==> src/hw/pwm_gate_pkg.sv <==
package pwm_gate_pkg;

	// ****************************************
	// Sizes
	// ****************************************
	localparam int NUM_LINES  = 8;
	localparam int TIME_W     = 16;
	localparam int ADDR_W     = 16;

	// ****************************************
	// Register map (byte addresses)
	// ****************************************
	localparam logic [ADDR_W-1:0] ADDR_SOFTSTART = 16'hFE68;
	localparam logic [ADDR_W-1:0] ADDR_CHAN_A_LL = 16'hFE69;
	localparam logic [ADDR_W-1:0] ADDR_CHAN_B_LL = 16'hFE6A;
	localparam logic [ADDR_W-1:0] ADDR_STATUS    = 16'hFE6C;

	// ****************************************
	// Soft-start variation field positions
	// ****************************************
	localparam int BIT_EVEN_SEL    = 0;
	localparam int BIT_ODD_SEL     = 1;
	localparam int BIT_LINE2_VAR   = 2;
	localparam int BIT_GLOBAL_VAR  = 3;

	// ****************************************
	// Reset values
	// ****************************************
	localparam logic [7:0] RST_SOFTSTART = 8'h00;
	localparam logic [7:0] RST_LL_DIS    = 8'h00;

	// ****************************************
	// Bus answers and status layout
	// ****************************************
	localparam logic [1:0] RESP_OKAY          = 2'h0;
	localparam logic [1:0] RESP_SLVERR        = 2'h2;
	localparam int         SOFTSTART_BITS     = 4;
	localparam int         BIT_STAT_SOFTSTART = 8;
	localparam int         BIT_STAT_A_LL      = 9;
	localparam int         BIT_STAT_B_LL      = 10;

	// Per-line edge timing, counts of the PWM engine timebase
	typedef struct packed {
		logic [TIME_W-1:0] rise;
		logic [TIME_W-1:0] fall;
	} edge_times_t;

	typedef enum logic [1:0] {
		SRC_LINE1,
		SRC_LINE2,
		SRC_LINE3
	} var_source_t;

endpackage : pwm_gate_pkg

==> src/hw/pwm_softstart_lightload_gate.sv <==
`timescale 1ns/1ps
module pwm_softstart_lightload_gate
	import pwm_gate_pkg::*;
#(
	parameter int LINES = pwm_gate_pkg::NUM_LINES
) (
	// Clock and reset
	input  wire logic                                  clock,
	input  wire logic                                  nrst,
	// Avalon-MM slave
	input  wire logic [pwm_gate_pkg::ADDR_W-1:0]       address,
	input  wire logic                                  read,
	input  wire logic                                  write,
	input  wire logic [31:0]                           writedata,
	input  wire logic [3:0]                            byteenable,
	output logic      [31:0]                           readdata,
	output logic                                       waitrequest,
	output logic      [1:0]                            response,
	// PWM engine side
	input  wire logic [LINES-1:0]                      pwm_in,
	input  wire pwm_gate_pkg::edge_times_t [LINES-1:0] line_edges,
	input  wire logic [pwm_gate_pkg::TIME_W-1:0]       switch_period,
	input  wire logic                                  chan_c_softstart,
	input  wire logic                                  chan_a_lightload,
	input  wire logic                                  chan_b_lightload,
	// Gated outputs and variation results
	output logic      [LINES-1:0]                      pwm_out,
	output logic      [pwm_gate_pkg::TIME_W-1:0]       odd_variation,
	output logic      [pwm_gate_pkg::TIME_W-1:0]       even_variation
);
	import pwm_gate_pkg::*;

	// ****************************************
	// Elaboration checks
	// ****************************************
	// Every writable register sits in byte lane 0, so LINES must equal NUM_LINES, one bit per line of a byte
	if (LINES != NUM_LINES) begin : g_lines_check
		$error("LINES must equal NUM_LINES");
	end

	// ****************************************
	// Helpers
	// ****************************************
	typedef enum {
		SEL_SOFTSTART,
		SEL_CHAN_A_LL,
		SEL_CHAN_B_LL,
		SEL_STATUS,
		SEL_NONE
	} reg_sel_t;

	// On-time variation taken from one line's own edges
	function automatic logic [TIME_W-1:0] edge_diff(input edge_times_t e);
		edge_diff = e.fall - e.rise;
	endfunction : edge_diff

	// Register picked by a bus address
	function automatic reg_sel_t decode_addr(input logic [ADDR_W-1:0] a);
		case (a)
			ADDR_SOFTSTART: decode_addr = SEL_SOFTSTART;
			ADDR_CHAN_A_LL: decode_addr = SEL_CHAN_A_LL;
			ADDR_CHAN_B_LL: decode_addr = SEL_CHAN_B_LL;
			ADDR_STATUS:    decode_addr = SEL_STATUS;
			default:        decode_addr = SEL_NONE;
		endcase
	endfunction : decode_addr

	// ****************************************
	// Bus handshake
	// ****************************************
	logic req, ack, next_ack;

	assign req         = read | write;
	// One wait cycle per access; the answer stands in the second cycle
	assign waitrequest = req & ~ack;

	always_comb begin
		next_ack = 1'h0;
		if (req && !ack)
			next_ack = 1'h1;
	end

	always_ff @(posedge clock or negedge nrst) begin
		if (!nrst)
			ack <= 1'h0;
		else
			ack <= next_ack;
	end

	// ****************************************
	// Configuration registers
	// ****************************************
	logic [7:0] softstart_cfg, next_softstart_cfg;
	logic [7:0] chan_a_lightload_out_disable, next_chan_a_lightload_out_disable;
	logic [7:0] chan_b_lightload_out_disable, next_chan_b_lightload_out_disable;
	logic       commit;

	// A write lands only at the edge where the master sees waitrequest low
	assign commit = write & ack & byteenable[0];

	always_comb begin
		next_softstart_cfg                = softstart_cfg;
		next_chan_a_lightload_out_disable = chan_a_lightload_out_disable;
		next_chan_b_lightload_out_disable = chan_b_lightload_out_disable;
		if (commit) begin
			case (decode_addr(address))
				SEL_SOFTSTART:
					next_softstart_cfg = 8'(writedata[SOFTSTART_BITS-1:0]);
				SEL_CHAN_A_LL:
					next_chan_a_lightload_out_disable = writedata[7:0];
				SEL_CHAN_B_LL:
					next_chan_b_lightload_out_disable = writedata[7:0];
				default: begin
					// Status and unmapped addresses ignore writes
				end
			endcase
		end
	end

	always_ff @(posedge clock or negedge nrst) begin
		if (!nrst) begin
			softstart_cfg                <= RST_SOFTSTART;
			chan_a_lightload_out_disable <= RST_LL_DIS;
			chan_b_lightload_out_disable <= RST_LL_DIS;
		end else begin
			softstart_cfg                <= next_softstart_cfg;
			chan_a_lightload_out_disable <= next_chan_a_lightload_out_disable;
			chan_b_lightload_out_disable <= next_chan_b_lightload_out_disable;
		end
	end

	// ****************************************
	// Read answer
	// ****************************************
	logic [31:0] next_readdata;
	logic [1:0]  next_response;

	// Captured in the wait cycle and held until the next access
	always_comb begin
		next_readdata = readdata;
		next_response = response;
		if (req && !ack) begin
			next_readdata = 32'h0000_0000;
			next_response = RESP_OKAY;
			case (decode_addr(address))
				SEL_SOFTSTART:
					next_readdata[7:0] = softstart_cfg;
				SEL_CHAN_A_LL:
					next_readdata[7:0] = chan_a_lightload_out_disable;
				SEL_CHAN_B_LL:
					next_readdata[7:0] = chan_b_lightload_out_disable;
				SEL_STATUS: begin
					next_readdata[LINES-1:0]          = pwm_out;
					next_readdata[BIT_STAT_SOFTSTART] = chan_c_softstart;
					next_readdata[BIT_STAT_A_LL]      = chan_a_lightload;
					next_readdata[BIT_STAT_B_LL]      = chan_b_lightload;
				end
				default:
					next_response = RESP_SLVERR;
			endcase
		end
	end

	always_ff @(posedge clock or negedge nrst) begin
		if (!nrst) begin
			readdata <= 32'h0000_0000;
			response <= RESP_OKAY;
		end else begin
			readdata <= next_readdata;
			response <= next_response;
		end
	end

	// ****************************************
	// Soft-start variation
	// ****************************************
	var_source_t       odd_src;
	logic [TIME_W-1:0] line2_var, line3_var, line1_var;
	logic [TIME_W-1:0] next_odd_variation, next_even_variation;

	always_comb begin
		line1_var = edge_diff(line_edges[0]);
		line3_var = edge_diff(line_edges[2]);
		if (softstart_cfg[BIT_LINE2_VAR])
			line2_var = switch_period - line_edges[1].rise;
		else
			line2_var = edge_diff(line_edges[1]);
		if (softstart_cfg[BIT_GLOBAL_VAR])
			odd_src = SRC_LINE2;
		else if (softstart_cfg[BIT_ODD_SEL])
			odd_src = SRC_LINE3;
		else
			odd_src = SRC_LINE1;
		next_odd_variation  = odd_variation;
		next_even_variation = even_variation;
		if (chan_c_softstart) begin
			case (odd_src)
				SRC_LINE1: next_odd_variation = line1_var;
				SRC_LINE3: next_odd_variation = line3_var;
				SRC_LINE2: next_odd_variation = line2_var;
				default:   next_odd_variation = line1_var;
			endcase
			// Even group always follows line 2, whatever the even select and global bits hold
			next_even_variation = line2_var;
		end
	end

	always_ff @(posedge clock or negedge nrst) begin
		if (!nrst) begin
			odd_variation  <= '0;
			even_variation <= '0;
		end else begin
			odd_variation  <= next_odd_variation;
			even_variation <= next_even_variation;
		end
	end

	// ****************************************
	// Light-load blanking
	// ****************************************
	logic [LINES-1:0] blank_mask, next_pwm_out;

	always_comb begin
		blank_mask   = ({LINES{chan_a_lightload}} & chan_a_lightload_out_disable) |
			({LINES{chan_b_lightload}} & chan_b_lightload_out_disable);
		next_pwm_out = pwm_in & ~blank_mask;
	end

	always_ff @(posedge clock or negedge nrst) begin
		if (!nrst)
			pwm_out <= '0;
		else
			pwm_out <= next_pwm_out;
	end

endmodule : pwm_softstart_lightload_gate

==> config.mk <==
export PLATFORM = sky130hd
export DESIGN_NAME = pwm_softstart_lightload_gate
export DESIGN_NICKNAME = d
export VERILOG_FILES = /design/src/hw/pwm_gate_pkg.sv /design/src/hw/pwm_softstart_lightload_gate.sv
export SDC_FILE = /design/constraint.sdc
export NUM_CORES = 1
export LEC_CHECK = 0
export BUFFER_PORTS_ARGS = -buffer_cell sky130_fd_sc_hd__buf_4
export CORE_AREA = 2 2 159 161
export CTS_CLUSTER_SIZE = 30
export DETAILED_ROUTE_END_ITERATION = 10
export DIE_AREA = 0 0 161 163
export PLACE_DENSITY_LB_ADDON = 0.2
export SLEW_MARGIN = 5
export SYNTH_ARGS = -nofsm -noshare
export SYNTH_HDL_FRONTEND = slang
export SYNTH_SLANG_ARGS = --single-unit
export TNS_END_PERCENT = 1
==> constraint.sdc <==
create_clock -name clock -period 6.85 [get_ports clock]
set_clock_uncertainty 0.1 [all_clocks]
set_input_delay 0.3425 -clock clock [delete_from_list [all_inputs] [get_ports clock]]
set_output_delay 0.3425 -clock clock [all_outputs]
set_load 0.05 [all_outputs]
==> results of run 1 <==
Yosys cell counts (2+ instances only):
master,n,share of area [%]
dfrtp_1,73,31
o211ai_1,6,0.76
a311o_1,2,0.34
buf_2,4,0.34
ha_1,46,9.7
a31oi_1,3,0.32
nand3b_1,2,0.25
a21oi_1,54,4.6
a211o_1,2,0.29
clkbuf_1,15,0.95
nor2_1,45,2.8
and3_1,7,0.74
or3_1,5,0.53
nor3b_1,2,0.25
and4_1,3,0.44
a222oi_1,4,0.67
nor4b_1,2,0.29
o21ai_0,38,3.2
mux2_2,47,8.9
a21o_1,14,1.8
nor3_1,7,0.59
nand2_1,61,3.9
fa_1,3,1.0
mux2i_1,10,1.7
a221oi_2,2,0.51
nor2b_1,10,1.1
o31ai_1,6,0.76
or2_2,2,0.21
a41oi_1,2,0.29
buf_4,24,3.0
nand4_1,5,0.53
and2_1,2,0.21
nand3_1,11,0.93
a221oi_1,7,1.0
a21o_2,2,0.29
buf_1,3,0.19
a211oi_1,11,1.4
nand2b_1,8,0.84
o311ai_0,2,0.29
inv_1,55,3.5
o21a_1,14,1.8
a22o_1,4,0.59
xnor2_1,21,3.1
xor2_1,10,1.5
through the flow:
stage / util [%] / instances / worst slack (ns) / area (sq um) / hold slack (ns)
floorplan: - / 697 / 3.40 / 6020 / -0.0531
global route: 32.6 / 1202 / 2.79 / 8040 / 0.125
finish: 32.6 / 1202 / 3.09 / 8040 / 0.0566
global placement: 31.2 / 1186 / 2.99 / 7710 / 0.351
detailed placement: 31.2 / 1186 / 2.96 / 7710 / 0.347
CTS: 32.6 / 1202 / 2.97 / 8040 / 0.104
power by group:
group          internal, uW  total (uW)  switching [uW]  leakage (uW)
Clock                   332         521             189      0.000157
Combinational           241         644             403       0.00283
Sequential              474         503            28.2      0.000910
Total                  1050        1670             620       0.00389
path summary, 6_finish.rpt:
kind | startpoint | to | depth (start not counted)
worst max-delay path | softstart_cfg[2] | odd_variation[14] | 11
worst min-delay path | nrst | pwm_out[7] | 1
worst max register to register | softstart_cfg[2] | odd_variation[14] | 11
worst min register to register | chan_b_lightload_out_disable[0] | pwm_out[0] | 1
max in group asynchronous | nrst | odd_variation[6] | 1
min in group clock | pwm_in[6] | pwm_out[6] | 3
flip-flops by register name (all words and copies together), names as in the netlist:
| signal | count |
|---|---|
| softstart_cfg | 4 |
| odd_variation | 16 |
| even_variation | 16 |
| chan_a_lightload_out_disable | 8 |
| readdata | 11 |
| pwm_out | 8 |
| ack | 1 |
| chan_b_lightload_out_disable | 8 |
| response | 1 |
layout make-up:
| class | instances | area (sq um) | share of cell area [%] |
|---|---|---|---|
| flip-flops and latches | 73 | 1830 | 22.7 |
| multi-input cells | 523 | 3720 | 46.3 |
| inverters | 55 | 206 | 2.57 |
| clock inverters | 5 | 85.1 | 1.06 |
| clock buffers | 11 | 243 | 3.02 |
| well taps | 330 | 413 | 5.14 |
| repair buffers | 205 | 1540 | 19.2 |
cells by family (layout without fill, tap and decap cells):
| group | count (synthesis) | after routing |
|---|---|---|
| compound gates | 186 | 186 |
| flops | 73 | 73 |
| mux | 57 | 57 |
| buf+inv | 101 | 276 |
| simple gates | 178 | 178 |
| xor+xnor | 31 | 31 |
| other cells | 1 | 22 |
| fa+ha+maj | 49 | 49 |
metal layers:
| layer | vias up | global-route usage (%) |
|---|---|---|
| met5 | - | 0 |
| met4 | 0 | 1.95 |
| met3 | 10 | 3.36 |
| met2 | 210 | 21.6 |
| met1 | 2489 | 20.1 |
| li1 | 2751 | - |
==> summary.txt, run 1 <==
Status
  • Status: finished, final reports clean

Clock tree
  • Total CTS buffers: 9
  • Reg clk slew, reported paths: 0.06 ns
  • Htree depth: 3
  • Hold-fix buffers, CTS: 0
  • Post-CTS Setup Inserts: 0
  • Clk sinks: 73
  • Clock Tree Root: clkbuf_16
  • CTS tree: done
  • Clk_lat worst skew: 0.33 ns
  • Deepest clock path buffer count: 2
  • Post-cts sizing count: 0

Pwr
  • Pwr dens: 208 mW/mm^2
  • Pwr Total: 1670 uW
  • LEAKAGE: 0.00389 uW
  • VDD IR max: 0.172 mV

Global route
  • Largest net degree at the start of global routing: 74
  • GR Util All Layers: 13.9%
  • GRT overflow: 0
  • First-pass GRT wire length: 28,600 um
  • Initial antenna violation count: 0
  • Number of global-route vias before repair: 5,140

Timing
  • Slew headroom: 35.3%
  • Setup violations, final: 0
  • Max Freq: 0.266 GHz
  • Fin crit share: 55.0%
  • Final Hold Fails: 0
  • Period minus WS final: 3.76 ns
  • Slew at the pin closest to its max-slew limit: 0.970 ns
  • Final Slew Violations: 0
  • Unrepaired setup endpoints after global routing: no
  • Setup TNS: 0 ns

Placed design
  • Port bufs: 204
  • Routability cong.: 0.811
  • Post-DP HPWL: 14,800 um

Finish
  • Fillers: 2,660
  • Commonest non-fill, non-tap cell in the layout: buf_4
  • Layout cells sized above 1: 31.9%
  • Commonest non-fill, non-tap cells in the layout: buf_4 (205), dfrtp_1 (73), nand2_1 (61)
  • Area growth syn-to-layout: 35.3%
  • # nets final: 1,255
  • Ant. Diodes: 0

Critical path
  • Worst reg2reg setup slack: 3.09 ns
  • Buf/Inv on CP: 1
  • CP arrival: 3.86 ns
  • Worst Setup Start Kind: flip-flop
  • Most used cell, CP: a211o_1
  • Setup crit end kind: flip-flop
  • Crit path max-delay family: compound AO/OA/AOI/OAI gates
  • CP Max Fanout: 18
  • CP Cell Sequence: mux2i_1 -> ha_1 -> inv_1 -> fa_1 -> a211o_1 -> a211o_1 -> a21o_1 -> a221oi_2 -> a21oi_1 -> xnor2_1 -> o221ai_1
  • Critical Path RT: 6.94 ns
  • Peak per-stage delay on the critical path: 0.84 ns
  • Crit path kind: flip-flop to flip-flop
  • Slowest stage cell, crit path: dfrtp_1

Min path
  • HP Class: input port to async pin

Route
  • Initial DRT Pass Iterations: 5
  • Top sig layer: met4
  • Met2 wire length: 8120 um
  • Via count: 5,460
  • DR DRC count: 0
  • Wire length on met1: 9190 um
  • First-iteration detailed-routing DRC count: 299
  • Vias per cell: 4.54
  • Met3 WL: 1320 um
  • Routed wire length per instance: 15.6 um
  • Aggregate routed wire length: 18,700 um
  • DRT antenna net count: 0

Synthesis
  • Mapped Cells: 676
  • Largest family of logic cells by synthesized area: compound AO/OA/AOI/OAI gates
  • Library cells used by synthesis: 64
  • Post-synthesis sequential area ratio: 30.8%
  • Synth Area in Compound Gates: 20.6%
  • Post-synthesis xor/xnor area fraction: 4.57%
  • Post-Synth Adder-Cell Area: 10.7%
  • Syn Std Cell Area: 0.00594 sq mm
  • Synth async-reset ratio: 100%
  • Post-synthesis mux area share: 10.6%
  • Simple-gate area share of the yosys netlist: 14.7%
  • Average size of a mapped cell: 8.79 sq um
  • EDFF count, synth: 0
  • Ys flop type: dfrtp_1
  • Flop and latch count out of synthesis: 73
  • YS warnings: 0

Floorplan
  • Initial Util: 24.1%
  • Core ar.: 0.0247 sq mm
  • # IOs: 414
  • Chip Height: 163 um
  • Num rows: 58
  • Die area: 0.0262 sq mm
  • Die W: 161 um

Job
  • Max Cap Viol: 0
(Power assumes the default switching activity.)
==> run 2: changes to the inputs <==
clock period = 3.9 ns   (was 6.85 ns; I/O delays follow)
==> run 2 against run 1 <==
- sequential power rose by 76%
- combinational power grew 77%
- flip-flop and latch count did not move
- total power increased by 75%
- sequential share of layout area decreased by 0.37 points
- cell area is 1.7% higher
- critical endpoint is now odd_variation[8]
==> summary.txt, run 2 (same netlist as run 1, synthesis figures left out) <==
Finish
  • Commonest non-fill, non-tap cells in the layout: buf_4 (208), dfrtp_1 (73), nand2_1 (61)
  • Fillers: 2,682
  • Layout cells sized above 1: 31.7%
  • Commonest non-fill, non-tap cell in the layout: buf_4
  • Area growth syn-to-layout: 37.5%
  • # nets final: 1,270
  • Finished Cell Area: 0.00817 sq mm
  • Final core occ: 33.1%
  • Leading registers by flop count: even_variation (16), odd_variation (16), readdata (11)
  • Ant. Diodes: 0

Floorplan
  • Num rows: 58
  • Die W: 161 um
  • Initial Util: 24.1%
  • Die area: 0.0262 sq mm
  • Chip Height: 163 um
  • Core ar.: 0.0247 sq mm
  • # IOs: 414

Placed design
  • Pre-CTS setup slack: 0.459 ns
  • Routability cong.: 0.824
  • Cell Area, Placed: 0.00773 sq mm
  • Port bufs: 204
  • Post-DP HPWL: 15,100 um

Timing
  • Unrepaired setup endpoints after global routing: no
  • Final Hold Fails: 0
  • Setup violations, final: 0
  • Max Freq: 0.298 GHz
  • Slew at the pin closest to its max-slew limit: 0.961 ns
  • Setup TNS: 0 ns
  • Final Slew Violations: 0
  • Slew headroom: 35.9%
  • Fin crit share: 86.2%
  • Worst Slack Setup Final: 0.539 ns
  • Hold slack: 0.0172 ns
  • Period minus WS final: 3.36 ns

Route
  • Routed wire length per instance: 15.6 um
  • Vias per cell: 4.55
  • Initial DRT Pass Iterations: 6
  • DR DRC count: 0
  • Aggregate routed wire length: 19,000 um
  • Via count: 5,527
  • First-iteration detailed-routing DRC count: 302
  • DRT antenna net count: 0

Global route
  • Initial antenna violation count: 0
  • First-pass GRT wire length: 29,200 um
  • GRT overflow: 0
  • GR Util All Layers: 14.2%
  • Largest net degree at the start of global routing: 74
  • Number of global-route vias before repair: 5,300

Clock tree
  • Clk_lat worst skew: 0.33 ns
  • Deepest clock path buffer count: 2
  • Total CTS buffers: 9
  • CTS tree: done
  • Clk sinks: 73
  • Htree depth: 3
  • Reg clk slew, reported paths: 0.06 ns
  • Clock Tree Root: clkbuf_16

Status
  • Status: finished, final reports clean

Pwr
  • VDD IR max: 0.268 mV
  • LEAKAGE: 0.00396 uW
  • Pwr dens: 357 mW/mm^2

Critical path
  • Critical Path RT: 4.00 ns
  • CP startpoint: softstart_cfg[2]
  • CP arrival: 3.46 ns
  • Setup crit end kind: flip-flop
  • CP Max Fanout: 6
  • RR Startpoint: softstart_cfg[2]
  • Worst Setup Start Kind: flip-flop
  • Crit path kind: flip-flop to flip-flop

Min path
  • HP Class: input port to flip-flop
  • Min-delay src: writedata[5]

Job
  • Max Cap Viol: 0
## run 2: cell types whose count changed in the layout (fill, tap and decap cells not counted), sizes merged
cell,before,now
dlygate4sd3,0,12
buf,205,208
clkinv,0,2
clkbuf,11,10
clkinvlp,1,0
inv,57,56
## run 2: critical path: stages, from the launching register on
cell and delay [ns]:
dfrtp_1 0.48, mux2i_1 0.22, ha_1 0.18, inv_1 0.06
fa_1 0.45, a211o_1 0.36, a211o_1 0.30, a21o_1 0.22
a21oi_1 0.18, xnor2_1 0.14, a221oi_1 0.42, a21oi_1 0.12
## run 2: power by group
| part | internal, uW | switching, uW |
|---|---|---|
| combinational | 431 | 709 |
| sequential | 834 | 51.6 |
| clock | 574 | 318 |
## run 2: per-layer routing
metal / vias up / GRT usage [%] / share of wire, %
li1: 2788 / - / -
met1: 2511 / 20.4 / 49
met2: 215 / 22.0 / 43
met3: 13 / 3.57 / 7.2
met4: 0 / 2.15 / 0.94
met5: - / 0 / 0
## run 2: metrics by stage
stage | cells | power, uW
global placement | 1189 | 2030
global route | 1216 | 3080
finish | 1216 | 2920
floorplan | 697 | 1640
CTS | 1216 | 2970
detailed placement | 1189 | 2040
## run 2: worst paths after layout
kind / endpoint / slack [ns] / cells after the start
setup / recovery: odd_variation[8] / 0.54 / 11
hold / removal: chan_a_lightload_out_disable[5] / 0.02 / 2
setup reg to reg: odd_variation[8] / 0.54 / 11
hold reg to reg: pwm_out[0] / 0.36 / 1
max in group asynchronous: even_variation[9] / 2.62 / 2
min in group asynchronous: readdata[7] / 0.46 / 2
## run 2: layout make-up
cell class,instances,area (sq um),area share [%]
repair buffers,220,1680,20.6
flip-flops and latches,73,1830,22.4
clock inverters,5,78.8,0.965
multi-input cells,523,3720,45.6
inverters,55,206,2.53
well taps,330,413,5.06
clock buffers,10,239,2.93
## run 2: what timing repair did
item | 4_1_cts | 5_1_grt
hold buffers | 12 | 0
hold endpoints to repair | 87 | 0
setup buffers | 0 | 0
resized for setup | 0 | 0
